--- src/shared/wwdt_pkg.sv ---
// window watchdog timing constants: times, derived cycle counts, pin modes
// assumes a 40 MHz block clock
package wwdt_pkg;

  // ************************************************
  // clock
  // ************************************************
  localparam int unsigned CLK_PERIOD_NS = 25;

  // ************************************************
  // window timing pin modes
  // ************************************************
  localparam logic [1:0] PIN_OPEN = 2'h0;
  localparam logic [1:0] PIN_PULLUP = 2'h1;
  localparam logic [1:0] PIN_CAP = 2'h2;

  // ************************************************
  // fixed windows, typical
  // ************************************************
  localparam longint unsigned OPEN_LOWER_US = 800000;
  localparam longint unsigned OPEN_UPPER_US = 1600000;
  localparam longint unsigned PULLUP_LOWER_NS = 1850000;
  localparam longint unsigned PULLUP_UPPER_NS = 11000000;

  localparam logic [31:0] OPEN_LOWER_CYC = 32'((OPEN_LOWER_US * 1000) / CLK_PERIOD_NS);
  localparam logic [31:0] OPEN_UPPER_CYC = 32'((OPEN_UPPER_US * 1000) / CLK_PERIOD_NS);
  localparam logic [31:0] PULLUP_LOWER_CYC = 32'(PULLUP_LOWER_NS / CLK_PERIOD_NS);
  localparam logic [31:0] PULLUP_UPPER_CYC = 32'(PULLUP_UPPER_NS / CLK_PERIOD_NS);

  // ************************************************
  // capacitor mode: upper = slope * c + offset
  // ************************************************
  localparam longint unsigned CAP_SLOPE_NS_PER_PF = 77400;
  localparam longint unsigned CAP_OFFSET_NS = 55000000;
  localparam logic [31:0] CAP_SLOPE_CYC = 32'(CAP_SLOPE_NS_PER_PF / CLK_PERIOD_NS);
  localparam logic [31:0] CAP_OFFSET_CYC = 32'(CAP_OFFSET_NS / CLK_PERIOD_NS);
  localparam logic [19:0] CAP_MIN_PF = 20'h00064;
  localparam logic [19:0] CAP_MAX_PF = 20'hf4240;

  localparam logic [31:0] CNT_ZERO = 32'h00000000;
  localparam logic [31:0] CNT_ONE = 32'h00000001;

  // ************************************************
  // states
  // ************************************************
  typedef enum logic [2:0] {
    ST_IDLE = 3'b001,
    ST_FIRST = 3'b010,
    ST_WINDOW = 3'b100
  } wwdt_state_t;

endpackage : wwdt_pkg

--- src/verilog/wwdt_top.sv ---
// window watchdog timing block: kick window check driving an open-drain fault
// assumes all inputs synchronous to CLOCK_I; pin mode and capacitor value
// come from an analog front end that classifies the timing pin
// pin mode 3 is treated as open
`timescale 1ns/1ps

module wwdt_top #(
  parameter logic [31:0] OPEN_LOWER_CYC = wwdt_pkg::OPEN_LOWER_CYC,
  parameter logic [31:0] OPEN_UPPER_CYC = wwdt_pkg::OPEN_UPPER_CYC,
  parameter logic [31:0] PULLUP_LOWER_CYC = wwdt_pkg::PULLUP_LOWER_CYC,
  parameter logic [31:0] PULLUP_UPPER_CYC = wwdt_pkg::PULLUP_UPPER_CYC,
  parameter logic [31:0] CAP_OFFSET_CYC = wwdt_pkg::CAP_OFFSET_CYC
) (
  input wire logic CLOCK_I,
  input wire logic RESET_N_I,
  input wire logic SUPERVISOR_RESET_N_I,
  input wire logic WATCHDOG_ENABLE_INPUT_I,
  input wire logic KICK_INPUT_I,
  input wire logic [1:0] WINDOW_TIMING_PIN_MODE_I,
  input wire logic [19:0] TIMING_CAPACITOR_PF_I,
  output logic WATCHDOG_FAULT_OUTPUT_O,
  output logic WATCHDOG_FAULT_OUTPUT_OE_O
);

  // ************************************************
  // capacitor clamp and derived upper bound
  // ************************************************
  logic [19:0] cap_pf;
  logic [31:0] cap_upper;

  // out-of-range capacitors pinned to the nearest supported value
  always_comb
  begin
    cap_pf = TIMING_CAPACITOR_PF_I;
    if (cap_pf < wwdt_pkg::CAP_MIN_PF)
    begin
      cap_pf = wwdt_pkg::CAP_MIN_PF;
    end
    else if (cap_pf > wwdt_pkg::CAP_MAX_PF)
    begin
      cap_pf = wwdt_pkg::CAP_MAX_PF;
    end
    cap_upper = 32'(wwdt_pkg::CAP_SLOPE_CYC * {12'h000, cap_pf}) + CAP_OFFSET_CYC;
  end

  // ************************************************
  // window bounds
  // ************************************************
  logic [31:0] upper_window_bound;
  logic [31:0] lower_window_bound;

  // bounds follow the pin mode live: a mode change acts at once
  always_comb
  begin
    case (WINDOW_TIMING_PIN_MODE_I)
      wwdt_pkg::PIN_CAP:
      begin
        upper_window_bound = cap_upper;
        lower_window_bound = {1'b0, cap_upper[31:1]};
      end
      wwdt_pkg::PIN_PULLUP:
      begin
        upper_window_bound = PULLUP_UPPER_CYC;
        lower_window_bound = PULLUP_LOWER_CYC;
      end
      default:
      begin
        upper_window_bound = OPEN_UPPER_CYC;
        lower_window_bound = OPEN_LOWER_CYC;
      end
    endcase
  end

  // ************************************************
  // kick edge and window state
  // ************************************************
  wwdt_pkg::wwdt_state_t state_r;
  wwdt_pkg::wwdt_state_t state_nxt;
  logic [31:0] cnt_r;
  logic [31:0] cnt_nxt;
  logic kick_d_r;
  logic kick_d_nxt;
  logic fault_r;
  logic fault_nxt;
  logic active;
  // high for one cycle on a sampled 1-to-0 step of the kick
  logic kick_fall;
  logic expired;

  always_comb
  begin
    // kicks are seen only while the watchdog is live
    active = SUPERVISOR_RESET_N_I & WATCHDOG_ENABLE_INPUT_I;
    kick_d_nxt = KICK_INPUT_I;
    kick_fall = kick_d_r & ~KICK_INPUT_I;
    // a kick and an expiry in one cycle: the kick wins
    expired = (cnt_r + wwdt_pkg::CNT_ONE) >= upper_window_bound;
    state_nxt = state_r;
    cnt_nxt = cnt_r + wwdt_pkg::CNT_ONE;
    fault_nxt = fault_r;
    // disable or supervisor reset releases the pin and parks the window
    if (!active)
    begin
      state_nxt = wwdt_pkg::ST_IDLE;
      cnt_nxt = wwdt_pkg::CNT_ZERO;
      fault_nxt = 1'b0;
    end
    else
    begin
      case (state_r)
        // one cycle here clears the count before the first window
        wwdt_pkg::ST_IDLE:
        begin
          state_nxt = wwdt_pkg::ST_FIRST;
          cnt_nxt = wwdt_pkg::CNT_ZERO;
        end
        // first kick: no lower bound check
        wwdt_pkg::ST_FIRST:
        begin
          if (kick_fall)
          begin
            state_nxt = wwdt_pkg::ST_WINDOW;
            cnt_nxt = wwdt_pkg::CNT_ZERO;
          end
          else if (expired)
          begin
            fault_nxt = 1'b1;
            state_nxt = wwdt_pkg::ST_WINDOW;
            cnt_nxt = wwdt_pkg::CNT_ZERO;
          end
        end
        // fault latches; the window keeps running after it
        wwdt_pkg::ST_WINDOW:
        begin
          if (kick_fall)
          begin
            if (cnt_r < lower_window_bound)
            begin
              fault_nxt = 1'b1;
            end
            cnt_nxt = wwdt_pkg::CNT_ZERO;
          end
          else if (expired)
          begin
            fault_nxt = 1'b1;
            cnt_nxt = wwdt_pkg::CNT_ZERO;
          end
        end
        default:
        begin
          state_nxt = wwdt_pkg::ST_IDLE;
          cnt_nxt = wwdt_pkg::CNT_ZERO;
          fault_nxt = 1'b0;
        end
      endcase
    end
  end

  always_ff @(posedge CLOCK_I or negedge RESET_N_I)
  begin
    if (!RESET_N_I)
    begin
      state_r <= wwdt_pkg::ST_IDLE;
      cnt_r <= wwdt_pkg::CNT_ZERO;
      // idle kick level is high, so low here cannot fake a fall
      kick_d_r <= 1'b0;
      fault_r <= 1'b0;
    end
    else
    begin
      state_r <= state_nxt;
      cnt_r <= cnt_nxt;
      kick_d_r <= kick_d_nxt;
      fault_r <= fault_nxt;
    end
  end

  // ************************************************
  // open-drain fault pin: drives low only on fault
  // ************************************************
  // data fixed low; the enable alone drives or releases the pin
  logic pin_oe_r;
  logic pin_oe_nxt;

  always_comb
  begin
    pin_oe_nxt = fault_nxt;
  end

  always_ff @(posedge CLOCK_I or negedge RESET_N_I)
  begin
    if (!RESET_N_I)
    begin
      pin_oe_r <= 1'b0;
      WATCHDOG_FAULT_OUTPUT_O <= 1'b0;
    end
    else
    begin
      pin_oe_r <= pin_oe_nxt;
      WATCHDOG_FAULT_OUTPUT_O <= 1'b0;
    end
  end

  // enable flop feeds the pin directly
  assign WATCHDOG_FAULT_OUTPUT_OE_O = pin_oe_r;

endmodule : wwdt_top

--- config.mk ---
export PLATFORM = sky130hd
export DESIGN_NAME = wwdt_top
export DESIGN_NICKNAME = d
export VERILOG_FILES = /design/src/shared/wwdt_pkg.sv /design/src/verilog/wwdt_top.sv
export SDC_FILE = /design/constraint.sdc
export NUM_CORES = 1
export LEC_CHECK = 0
export BUFFER_PORTS_ARGS = -buffer_cell sky130_fd_sc_hd__clkbuf_2
export CORE_MARGIN = 1
export CORE_UTILIZATION = 60
export CTS_CLUSTER_DIAMETER = 200
export DETAILED_ROUTE_END_ITERATION = 6
export GPL_TIMING_DRIVEN = 0
export PLACE_DENSITY = 0.8
export SLEW_MARGIN = 25
export SYNTH_ARGS = -nofsm -noshare
export SYNTH_HDL_FRONTEND = slang
export SYNTH_SLANG_ARGS = --single-unit
--- constraint.sdc ---
create_clock -name CLOCK_I -period 4.6 [get_ports CLOCK_I]
set_input_delay 0.23 -clock CLOCK_I [delete_from_list [all_inputs] [get_ports CLOCK_I]]
set_output_delay 0.23 -clock CLOCK_I [all_outputs]
set_load 0.005 [all_outputs]
# [After elaboration in Yosys (flattened, before gate mapping)]
# Index checks and enable logic that the tools add are counted.
[word_totals] n_memories=0 elab_cells=45 rom_bits=0 ramBits=0 output_inout_bits=2 register_bits=37 input_bits=27 latch_bits=0
[op_classes] div_mod_pow=0 shift=0 addsub=2 eq_ne=10 bitwise_logic=3 n_mux=18 multipliers=1 reduce_logical=3 magnitude_cmp=4
[ops] operator="2-to-1 mux 32 bit" count=4
[ops] operator="one-hot mux 32 bit (2 select lines)" count=1
[ops] operator="one-hot mux 31 bit (2 select lines)" count=1
[ops] operator="2-to-1 mux 20 bit" count=2
[ops] operator="adder 32 x 1 -> 32 bit, second input constant" count=1
[ops] operator="adder 32 x 22 -> 32 bit, second input constant" count=1
[ops] operator="greater-or-equal comparator 32 bit" count=1
[ops] operator="< comparator 32 bit" count=1
[ops] operator="multiplier 9 x 20 -> 29 bit, first input constant" count=1
[ops] operator="> comparator 20 bit, second input constant" count=1
[ops] operator="< comparator 20 x 7 -> 1 bit, second input constant" count=1
[ops] operator="2-to-1 mux 3 bit" count=3
[ops] operator="one-hot mux 3 bit (3 select lines)" count=1
[ops] operator="!= test 4 bit, second input constant" count=2
[ops] operator="2-to-1 mux 1 bit" count=5
[ops] operator="!= test 2 bit, second input constant" count=2
[ops] operator="== test 3 x 1 -> 1 bit, second input constant" count=1
[ops] operator="== test 3 x 2 -> 1 bit, second input constant" count=1
[ops] operator="== test 3 bit, second input constant" count=1
[ops] operator="!= test 3 bit, second input constant" count=1
[ops] operator="one-hot mux 1 bit (3 select lines)" count=1
[ops] operator="AND reduction 3 bit" count=1
[ops] operator="bitwise AND 1 bit" count=2
[ops] operator="== test 2 x 1 -> 1 bit, second input constant" count=1
[ops] operator="other kinds (4)" count=4

# [Depth between registers and ports, before layout]
# Gate-level depths: netlist of the first run.
[depth] ltp_word=11 depth_mapped=32 mapped_depth_nobuf=31

# [Worst setup path before layout of the first run]
# Ideal clock, no wire load.
[synth_timing] kind="input -> register" from="input TIMING_CAPACITOR_PF_I[13]" to="register cnt_r[26]" required_ns=4.523 arrival_time_ns=7.783 path_buffers=0 path_stages=29 setup_slack_ns=-3.259 setup_time_ns=0.077 path_cell_list="or4_1 -> nor2_1 -> and3_1 -> o31ai_1 -> nor2b_1 -> and2_1 -> ha_1 -> ha_1 -> fa_1 -> inv_1 -> fa_1 -> inv_1 -> ha_1 -> a21oi_1 -> o211ai_1 -> a31oi_1 -> or4b_4 -> a311oi_4 -> a32oi_1 -> or3_4 -> nor4b_2 -> mux2i_1 -> ha_1 -> and3_1 -> a2111oi_0 -> o21ai_0 -> a2111oi_2 -> nand2_1 -> nor2b_1"
[synth_via] elab_chain_cells=11 word_cells_on_any_way=12 cone_classes="add/sub (1); mul (1); order compare (3); mux (7)"
[synth_rtl] item="from (decl)" line_no="wwdt_top.sv:20" rtl="input wire logic [19:0] TIMING_CAPACITOR_PF_I,"
[synth_rtl] item="> comparator 20 bit" line_no="wwdt_top.sv:39" rtl="else if (cap_pf > wwdt_pkg::CAP_MAX_PF)"
[synth_rtl] item="2-to-1 mux 20 bit" line_no="wwdt_top.sv:39"
[synth_rtl] item="2-to-1 mux 20 bit (*)" line_no="wwdt_top.sv:35" rtl="if (cap_pf < wwdt_pkg::CAP_MIN_PF)"
[synth_rtl] item="multiplier 9 x 20 -> 29 bit (*)" line_no="wwdt_top.sv:43" rtl="cap_upper = 32'(wwdt_pkg::CAP_SLOPE_CYC * {12'h000, cap_pf}) + CAP_OFFSET_CYC;"
[synth_rtl] item="adder 32 x 22 -> 32 bit (*)" line_no="wwdt_top.sv:43"
[synth_rtl] item="one-hot mux 32 bit (2 select lines) (*)" line_no="wwdt_top.sv:55" rtl="case (WINDOW_TIMING_PIN_MODE_I)"
[synth_rtl] item="greater-or-equal comparator 32 bit (*)" line_no="wwdt_top.sv:97" rtl="expired = (cnt_r + wwdt_pkg::CNT_ONE) >= upper_window_bound;"
[synth_rtl] item="2-to-1 mux 32 bit (*)" line_no="wwdt_top.sv:125, wwdt_top.sv:143"
[synth_rtl] item="2-to-1 mux 32 bit (*)" line_no="wwdt_top.sv:135" rtl="if (kick_fall)"
[synth_rtl] item="2-to-1 mux 32 bit (*)"
[synth_rtl] item="2-to-1 mux 32 bit (*)" line_no="wwdt_top.sv:102" rtl="if (!active)"
[synth_rtl] item="net cnt_nxt[26]" line_no="wwdt_top.sv:80" rtl="logic [31:0] cnt_nxt;"
[synth_rtl] item="to (signal assigned)" line_no="wwdt_top.sv:164" rtl="cnt_r <= wwdt_pkg::CNT_ZERO;"
[synth_rtl] item="to (signal assigned)" line_no="wwdt_top.sv:172" rtl="cnt_r <= cnt_nxt;"
[synth_rtl] item="to (decl)" line_no="wwdt_top.sv:79" rtl="logic [31:0] cnt_r;"
# Mark *: on every way through the listed nets, which the timed path passes. The rest lies on a longest branch.
# A chain may end at the register's enable or synchronous reset.

# [Worst setup path in the final report of the first run]
[layout_timing] from="input TIMING_CAPACITOR_PF_I[4]" to="register pin_oe_r (netlist: WATCHDOG_FAULT_OUTPUT_OE_O)"
[layout_via] elab_chain_cells=11 word_cells_on_any_way=17 cone_classes="add/sub (1); mul (1); order compare (4); eq/ne (1); mux (9); reduce/logical (1)"
[layout_rtl] item="> comparator 20 bit" line_no="wwdt_top.sv:39"
[layout_rtl] item="2-to-1 mux 20 bit" line_no="wwdt_top.sv:39"
[layout_rtl] item="2-to-1 mux 20 bit (*)" line_no="wwdt_top.sv:35"
[layout_rtl] item="multiplier 9 x 20 -> 29 bit (*)" line_no="wwdt_top.sv:43"
[layout_rtl] item="adder 32 x 22 -> 32 bit (*)" line_no="wwdt_top.sv:43"
[layout_rtl] item="one-hot mux 32 bit (2 select lines)" line_no="wwdt_top.sv:55"
[layout_rtl] item="greater-or-equal comparator 32 bit" line_no="wwdt_top.sv:97"
[layout_rtl] item="2-to-1 mux 1 bit" line_no="wwdt_top.sv:125, wwdt_top.sv:143"
[layout_rtl] item="2-to-1 mux 1 bit, on equally long branches" line_no="wwdt_top.sv:135, wwdt_top.sv:120"
[layout_rtl] item="one-hot mux 1 bit (3 select lines)" line_no="wwdt_top.sv:110" rtl="case (state_r)"
[layout_rtl] item="2-to-1 mux 1 bit" line_no="wwdt_top.sv:102"
[layout_rtl] item="to (signal assigned)" line_no="wwdt_top.sv:199" rtl="pin_oe_r <= pin_oe_nxt;"
[layout_rtl] item="to (decl)" line_no="wwdt_top.sv:182" rtl="logic pin_oe_r;"
# Every way passes the cells marked *; elsewhere a longest branch is shown, timed or not. The select of a mux whose other input is x is not followed.

==> results of run 1 <==
-- timing repair --
action	in CTS	in global routing
endpoints found under the hold margin	0	9
pin swaps	29	5
endpoints found under the setup margin	35	35
buffers inserted	22	9
gates resized for setup	41	29
hold buffers	0	1
cloned	1	1
-- kinds of logic after synthesis --
kind of cell    share of synthesized area
simple gates                        0.196
compound gates                      0.186
fa+ha+maj                           0.323
buf+inv                            0.0520
xor+xnor                            0.106
flops                               0.135
other cells                      0.000545
mux                               0.00146
-- cells in the final DEF (no fill, tap or decap), types with 6 or more instances in the layout --
cell and n:
a211oi_1 9, a21o_1 32, a21oi_1 47, a21oi_2 7
and2_1 7, and3_1 40, buf_4 30, clkbuf_1 13
clkbuf_16 6, clkbuf_2 26, dfrtp_1 36, fa_1 17
ha_1 125, ha_4 22, inv_1 73, nand2_1 48
nand2b_1 7, nand3_1 20, nand4_1 16, nor2_1 31
nor2b_1 16, nor3_1 18, o21a_1 8, o21ai_0 22
o21ai_1 7, or3_1 8, xnor2_1 39, xor2_1 41
-- worst min path at each step --
stage | startpoint | to | slack, ps | depth (start not counted)
after floorplan | RESET_N_I | WATCHDOG_FAULT_OUTPUT_OE_O$_DFFE_PN0P_ | -70 | 0
after global placement | KICK_INPUT_I | kick_d_r$_DFF_PN0_ | 350 | 1
after detailed placement | KICK_INPUT_I | kick_d_r$_DFF_PN0_ | 360 | 1
after CTS | KICK_INPUT_I | kick_d_r$_DFF_PN0_ | 60 | 1
after global routing | KICK_INPUT_I | kick_d_r$_DFF_PN0_ | 60 | 1
final | KICK_INPUT_I | kick_d_r$_DFF_PN0_ | 70 | 1
-- sequential cells by signal, summed over array words and instances (netlist names) --
| register | cells |
|---|---|
| WATCHDOG_FAULT_OUTPUT_OE_O | 1 |
| cnt_r | 32 |
| state_r | 3 |
| kick_d_r | 1 |
-- layout make-up --
cell class,instances,share of cell area
Clock buffer,6,0.0167
Inverter,74,0.0333
Buffer,18,0.0120
Timing Repair Buffer,61,0.0524
Clock inverter,2,0.00450
Sequential cell,37,0.111
Tap cell,140,0.0210
Multi-Input combinational cell,694,0.749
-- power by group --
group | switching (uW) | internal, uW
clock network | 140 | 271
logic | 1770 | 1330
registers | 2.48 | 328
-- cells in the mapped netlist, drive strengths merged (8+ instances only) --
cell type	instances	area, um2
clkbuf	17	63.8
nand2	51	191
or3	10	67.6
and2	9	56.3
fa	18	360
a21o	32	240
nor3	20	100
nand4	16	100
dfrtp	36	901
and3	44	275
xor2	41	359
o21a	8	60.1
o21ai	32	160
xnor2	42	368
a21oi	55	275
a211oi	13	108
ha	149	1860
inv	74	278
nor2	35	131
nand3	20	100
nor2b	20	125
-- metrics by stage --
step	hold slack, ps	total power, uW
floorplan	-65.6	2470
global placement	353	2870
detailed placement	362	2950
CTS	64.2	3580
global route	64.3	4180
finish	67.1	3840
-- routing by layer --
metal | vias to the layer above | wire length [um] | track usage
met5 | - | 0 | 0
met4 | 0 | 634 | 0.106
met3 | 50 | 647 | 0.0197
met2 | 181 | 9470 | 0.610
met1 | 3044 | 7600 | 0.364
li1 | 3117 | - | -
==> impl_results.md, run 1 <==
- Fin nets: 1085
- Net Count, Synth: 1018
- Slew @ Worst Pin: 973 ps
- Failing checks: DRC, setup timing
- Power per cell area: 461 nW/um2
- Synthesized area per cell: 8.35 um2
- CP most frequent cell: ha_4
- # setup viols final: 35
- CP Data Arrival Time: 7640 ps
- Via-to-Cell Ratio: 6.19
- Worst skew pair latency: 280 ps
- Antenna Violating Nets Remaining: 0
- Synth warn: 0
- DRC Markers: 1
- Worst Setup Path Type: input pin to register
- Std-Cell Rows: 38
- H-tree Lvls: 2
- Longest Clk Path Bufs: 2
- CORE AREA: 11000 um2
- CTS clk-pin slew, worst paths: 60 ps
- Setup crit end: WATCHDOG_FAULT_OUTPUT_OE_O$_DFFE_PN0P_
- Post-route insts no fill: 1032
- Wirelength, routed: 18400 um
- Tcrit/Tclk final: 1.63
- Inst Count DP: 991
- Worst path max stage delay: 520 ps
- Slack of the critical path: -2890 ps
- Post-synth EDFFs: 0
- IO Pins: 29
- Distinct cells, synth: 66
- Asr flop ratio synth: 1.00
- TritonRoute pass-1 iters: 7
- Mapped Cells: 824
- Gpl congestion: 0.946
- WP depth: 33
- Period minus WS final: 7490 ps
- Crit. Startpoint: TIMING_CAPACITOR_PF_I[4]
- R2R depth: 17
- Worst Path Buf+Inv: 6
- Num CTS Buffers: 5
- Max FO, Critical Path: 7
- Fin util: 0.759
- Hold Violations, Final: 0
- Fraction of layout cells with a size suffix above 1: 0.182
- RSZ-0062 raised after global routing: yes
- Fmax: 133 MHz
- Critical path required time: 4750 ps
- Largest net degree at the start of global routing: 38
- GR Overflow Total: 0
- Reg area: 927 um2
- CTS tree: done
- GRT Util Overall: 0.316
- P_leak: 0.00418 uW
- Slew Limit Fails: 0
- PortBufs: 27
- Reg2reg end: WATCHDOG_FAULT_OUTPUT_OE_O$_DFFE_PN0P_
- DRT iter0 DRCs: 439
- Vias: 6392
- Ys flop type: dfrtp_1
- Root Driver: clkbuf_16
- Synth-to-layout area growth: 21.2%
- Max Cap Violations: 0
- Initial antenna violation count: 0
- CP top delay family: compound AO/OA/AOI/OAI gates
- Routed length per instance: 17.8 um
- Critical path's slowest cell: fa_1
- Crit. End Element: register
- Filler Cell Count: 760
- Register area share after synthesis: 0.135
- RR Startpoint: cnt_r[8]$_DFF_PN0_
- Mapped Area: 6880 um2
- Slew HR: 0.347
- Pre-CTS WS: -4200 ps
- Die area: 11900 um2
- Design Area, Final: 8340 um2
- Diode count: 0
- DP Area: 7490 um2
- Worst R2R Setup Slack: 340 ps
- Starting Density: 0.626
- Number of global-route vias before repair: 6625
- Worst hold path type: input pin to register
- Synth Register Bits: 37
- Post-DP HPWL: 14100 um
- CTS Sinks: 37
- Worst Clk Skew: 5.86 ps
- Max VDD drop: 325 uV
- Multi-input logic area: 6240 um2
- Outcome: complete, but fails checks
- First-pass GRT wire length: 30100 um
- Worst setup SP type: input pin
- Setup TNS: -99720 ps
- Chip Height: 109 um
- Die width: 109 um
Note: power is estimated with default switching activity, not from simulation.
==> inputs of run 2 (changes only) <==
- CORE_ASPECT_RATIO: default -> 2
==> run 2 against run 1 <==
  * The run ends with setup timing left
  * Largest cell class unchanged
  * Non-clock buffer count did not move
  * Worst hold slack got worse by 23 ps
  * Core utilization fell by 1.8 points
  * Final cell count rose by 0.19%
  * Power fell by 1.7%
  * Wire length rose by 7.2%
  * First-iteration DRC count fell by 24%
  * Final area fell by 0.32%
==> impl_results.md, run 2 (synthesis results as in run 1) <==
- TritonRoute pass-1 iters: 5
- Chip Height: 153 um
- Number of global-route vias before repair: 6834
- GRT Util Overall: 0.331
- Fraction of layout cells with a size suffix above 1: 0.186
- # setup viols final: 35
- DP Area: 7500 um2
- Multi-input logic area: 6260 um2
- Max VDD drop: 301 uV
- Fin nets: 1085
- CP most frequent cell: ha_4
- Post-DP HPWL: 15500 um
- Int Pwr: 1850 uW
- CTS tree: done
- Cts hold-fix bufs: 0
- Slew HR: 0.441
- CTS Sinks: 37
- CORE AREA: 11200 um2
- CTS clk-pin slew, worst paths: 60 ps
- Outcome: complete, but fails checks
- Logic gate share of total power: 0.816
- Post-route insts no fill: 1034
- Routed length per instance: 19.0 um
- Worst Clk Skew: 5.67 ps
- DRC Markers: 0
- Largest net degree at the start of global routing: 38
- Flop pwr share: 0.088
- Failing checks: setup timing
- Hold Violations, Final: 0
- DRT iter0 DRCs: 335
- PortBufs: 27
- Period minus WS final: 7700 ps
- Worst hold path type: input pin to asynchronous set/reset pin
- CP Data Arrival Time: 7910 ps
- Reg area: 927 um2
- Worst Setup Path Type: input pin to register
- Worst skew pair latency: 280 ps
- Most common cell after layout, fill and taps aside: ha_1
- Critical path required time: 4820 ps
- Top reg by flops: cnt_r
- IO Pins: 29
- First-pass GRT wire length: 31100 um
- Critical path's slowest cell: or4_4
- Wirelength, routed: 19700 um
- Commonest cells after routing, fill and taps aside: ha_1 (127), inv_1 (72), nand2_1 (47), a21oi_1 (47)
- Final Power: 3780 uW
- Fmax: 130 MHz
- Starting Density: 0.613
- Switching portion of total power: 0.511
- RSZ-0062 raised after global routing: yes
- Worst path max stage delay: 530 ps
- Num CTS Buffers: 5
- Inst Count DP: 993
- Crit. End Element: register
- Synth-to-layout area growth: 20.8%
- Slew Limit Fails: 0
- Die area: 11900 um2
- Via-to-Cell Ratio: 6.29
- H-tree Lvls: 2
- Longest Clk Path Bufs: 2
- Filler Cell Count: 803
- P_leak: 0.00418 uW
- Clock power frac: 0.097
- Net Sw Power: 1930 uW
- Design Area, Final: 8310 um2
- Worst setup SP type: input pin
- Diode count: 0
- Antenna Violating Nets Remaining: 0
- Biggest regs: cnt_r: 32 flops, state_r: 3 flops
- Max FO, Critical Path: 5
- Vias: 6504
- Power per cell area: 455 nW/um2
- Tcrit/Tclk final: 1.67
- Die width: 77.7 um
- Max reg flops: 32
- Initial antenna violation count: 0
- Slew @ Worst Pin: 838 ps
- Max Cap Violations: 0
- Std-Cell Rows: 55
- Root Driver: clkbuf_16
- GR Overflow Total: 0
- Slack of the critical path: -3100 ps
- Gpl congestion: 0.971
==> run 2: stage by stage <==
stage / setup TNS [ps] / utilization / hold slack (ps) / worst slack (ps)
finish: -106980 / 0.741 / 43.7 / -3100
global route: -115320 / 0.741 / 83.5 / -3330
CTS: -103290 / 0.722 / 72.4 / -2980
detailed placement: -159700 / 0.668 / 360 / -4630
global placement: -156130 / 0.668 / 357 / -4540
floorplan: -95970 / - / -65.6 / -2780
==> run 2: what timing repair did <==
action | 4_1_cts | 5_1_grt
gates cloned | 3 | 0
setup endpoints to repair | 35 | 35
setup buffers | 25 | 7
pin swaps | 34 | 8
gates resized for setup | 43 | 31
==> run 2: final timing paths <==
| path | slack [ps] | from | endpoint | cells past startpoint |
|---|---|---|---|---|
| min in group CLOCK_I | 70 | KICK_INPUT_I | kick_d_r$_DFF_PN0_ | 1 |
| worst max-delay path | -3100 | TIMING_CAPACITOR_PF_I[11] | cnt_r[25]$_DFF_PN0_ | 31 |
| worst min-delay path | 40 | RESET_N_I | cnt_r[28]$_DFF_PN0_ | 1 |
| max in group asynchronous | 4020 | RESET_N_I | cnt_r[9]$_DFF_PN0_ | 1 |
| worst min register to register | 550 | cnt_r[0]$_DFF_PN0_ | cnt_r[0]$_DFF_PN0_ | 1 |
| worst max register to register | 330 | cnt_r[7]$_DFF_PN0_ | cnt_r[25]$_DFF_PN0_ | 16 |
==> run 2: power by group through the flow <==
stage          clock [uW]  combinational [uW]  sequential, uW
5_1_grt               376                3340             331
4_1_cts               366                2840             330
6_report              366                3080             331
2_1_floorplan           0                2140             336
3_5_place_dp            0                2650             336
3_3_place_gp            0                2580             336
==> run 2: per-layer routing <==
metal,track usage,vias to the layer above,part of all wire
met2,0.663,198,0.57
met5,0,-,0
met4,0.229,0,0.068
met1,0.304,3117,0.34
met3,0.0173,86,0.023
li1,-,3103,-
==> run 2: final cells by class <==
type	count	area share
Multi-Input combinational cell	694	0.753
Sequential cell	37	0.112
Timing Repair Buffer	61	0.0497
Inverter	74	0.0334
Tap cell	142	0.0214
Clock buffer	7	0.0184
Buffer	18	0.0119
Clock inverter	1	0.000602
==> run 2: worst max-delay path: cells and delay by family <==
kind | cells | cell delay (ps)
mux | 1 | 340
fa+ha+maj | 6 | 2080
buf+inv | 5 | 570
simple gates | 10 | 2720
compound gates | 9 | 1970
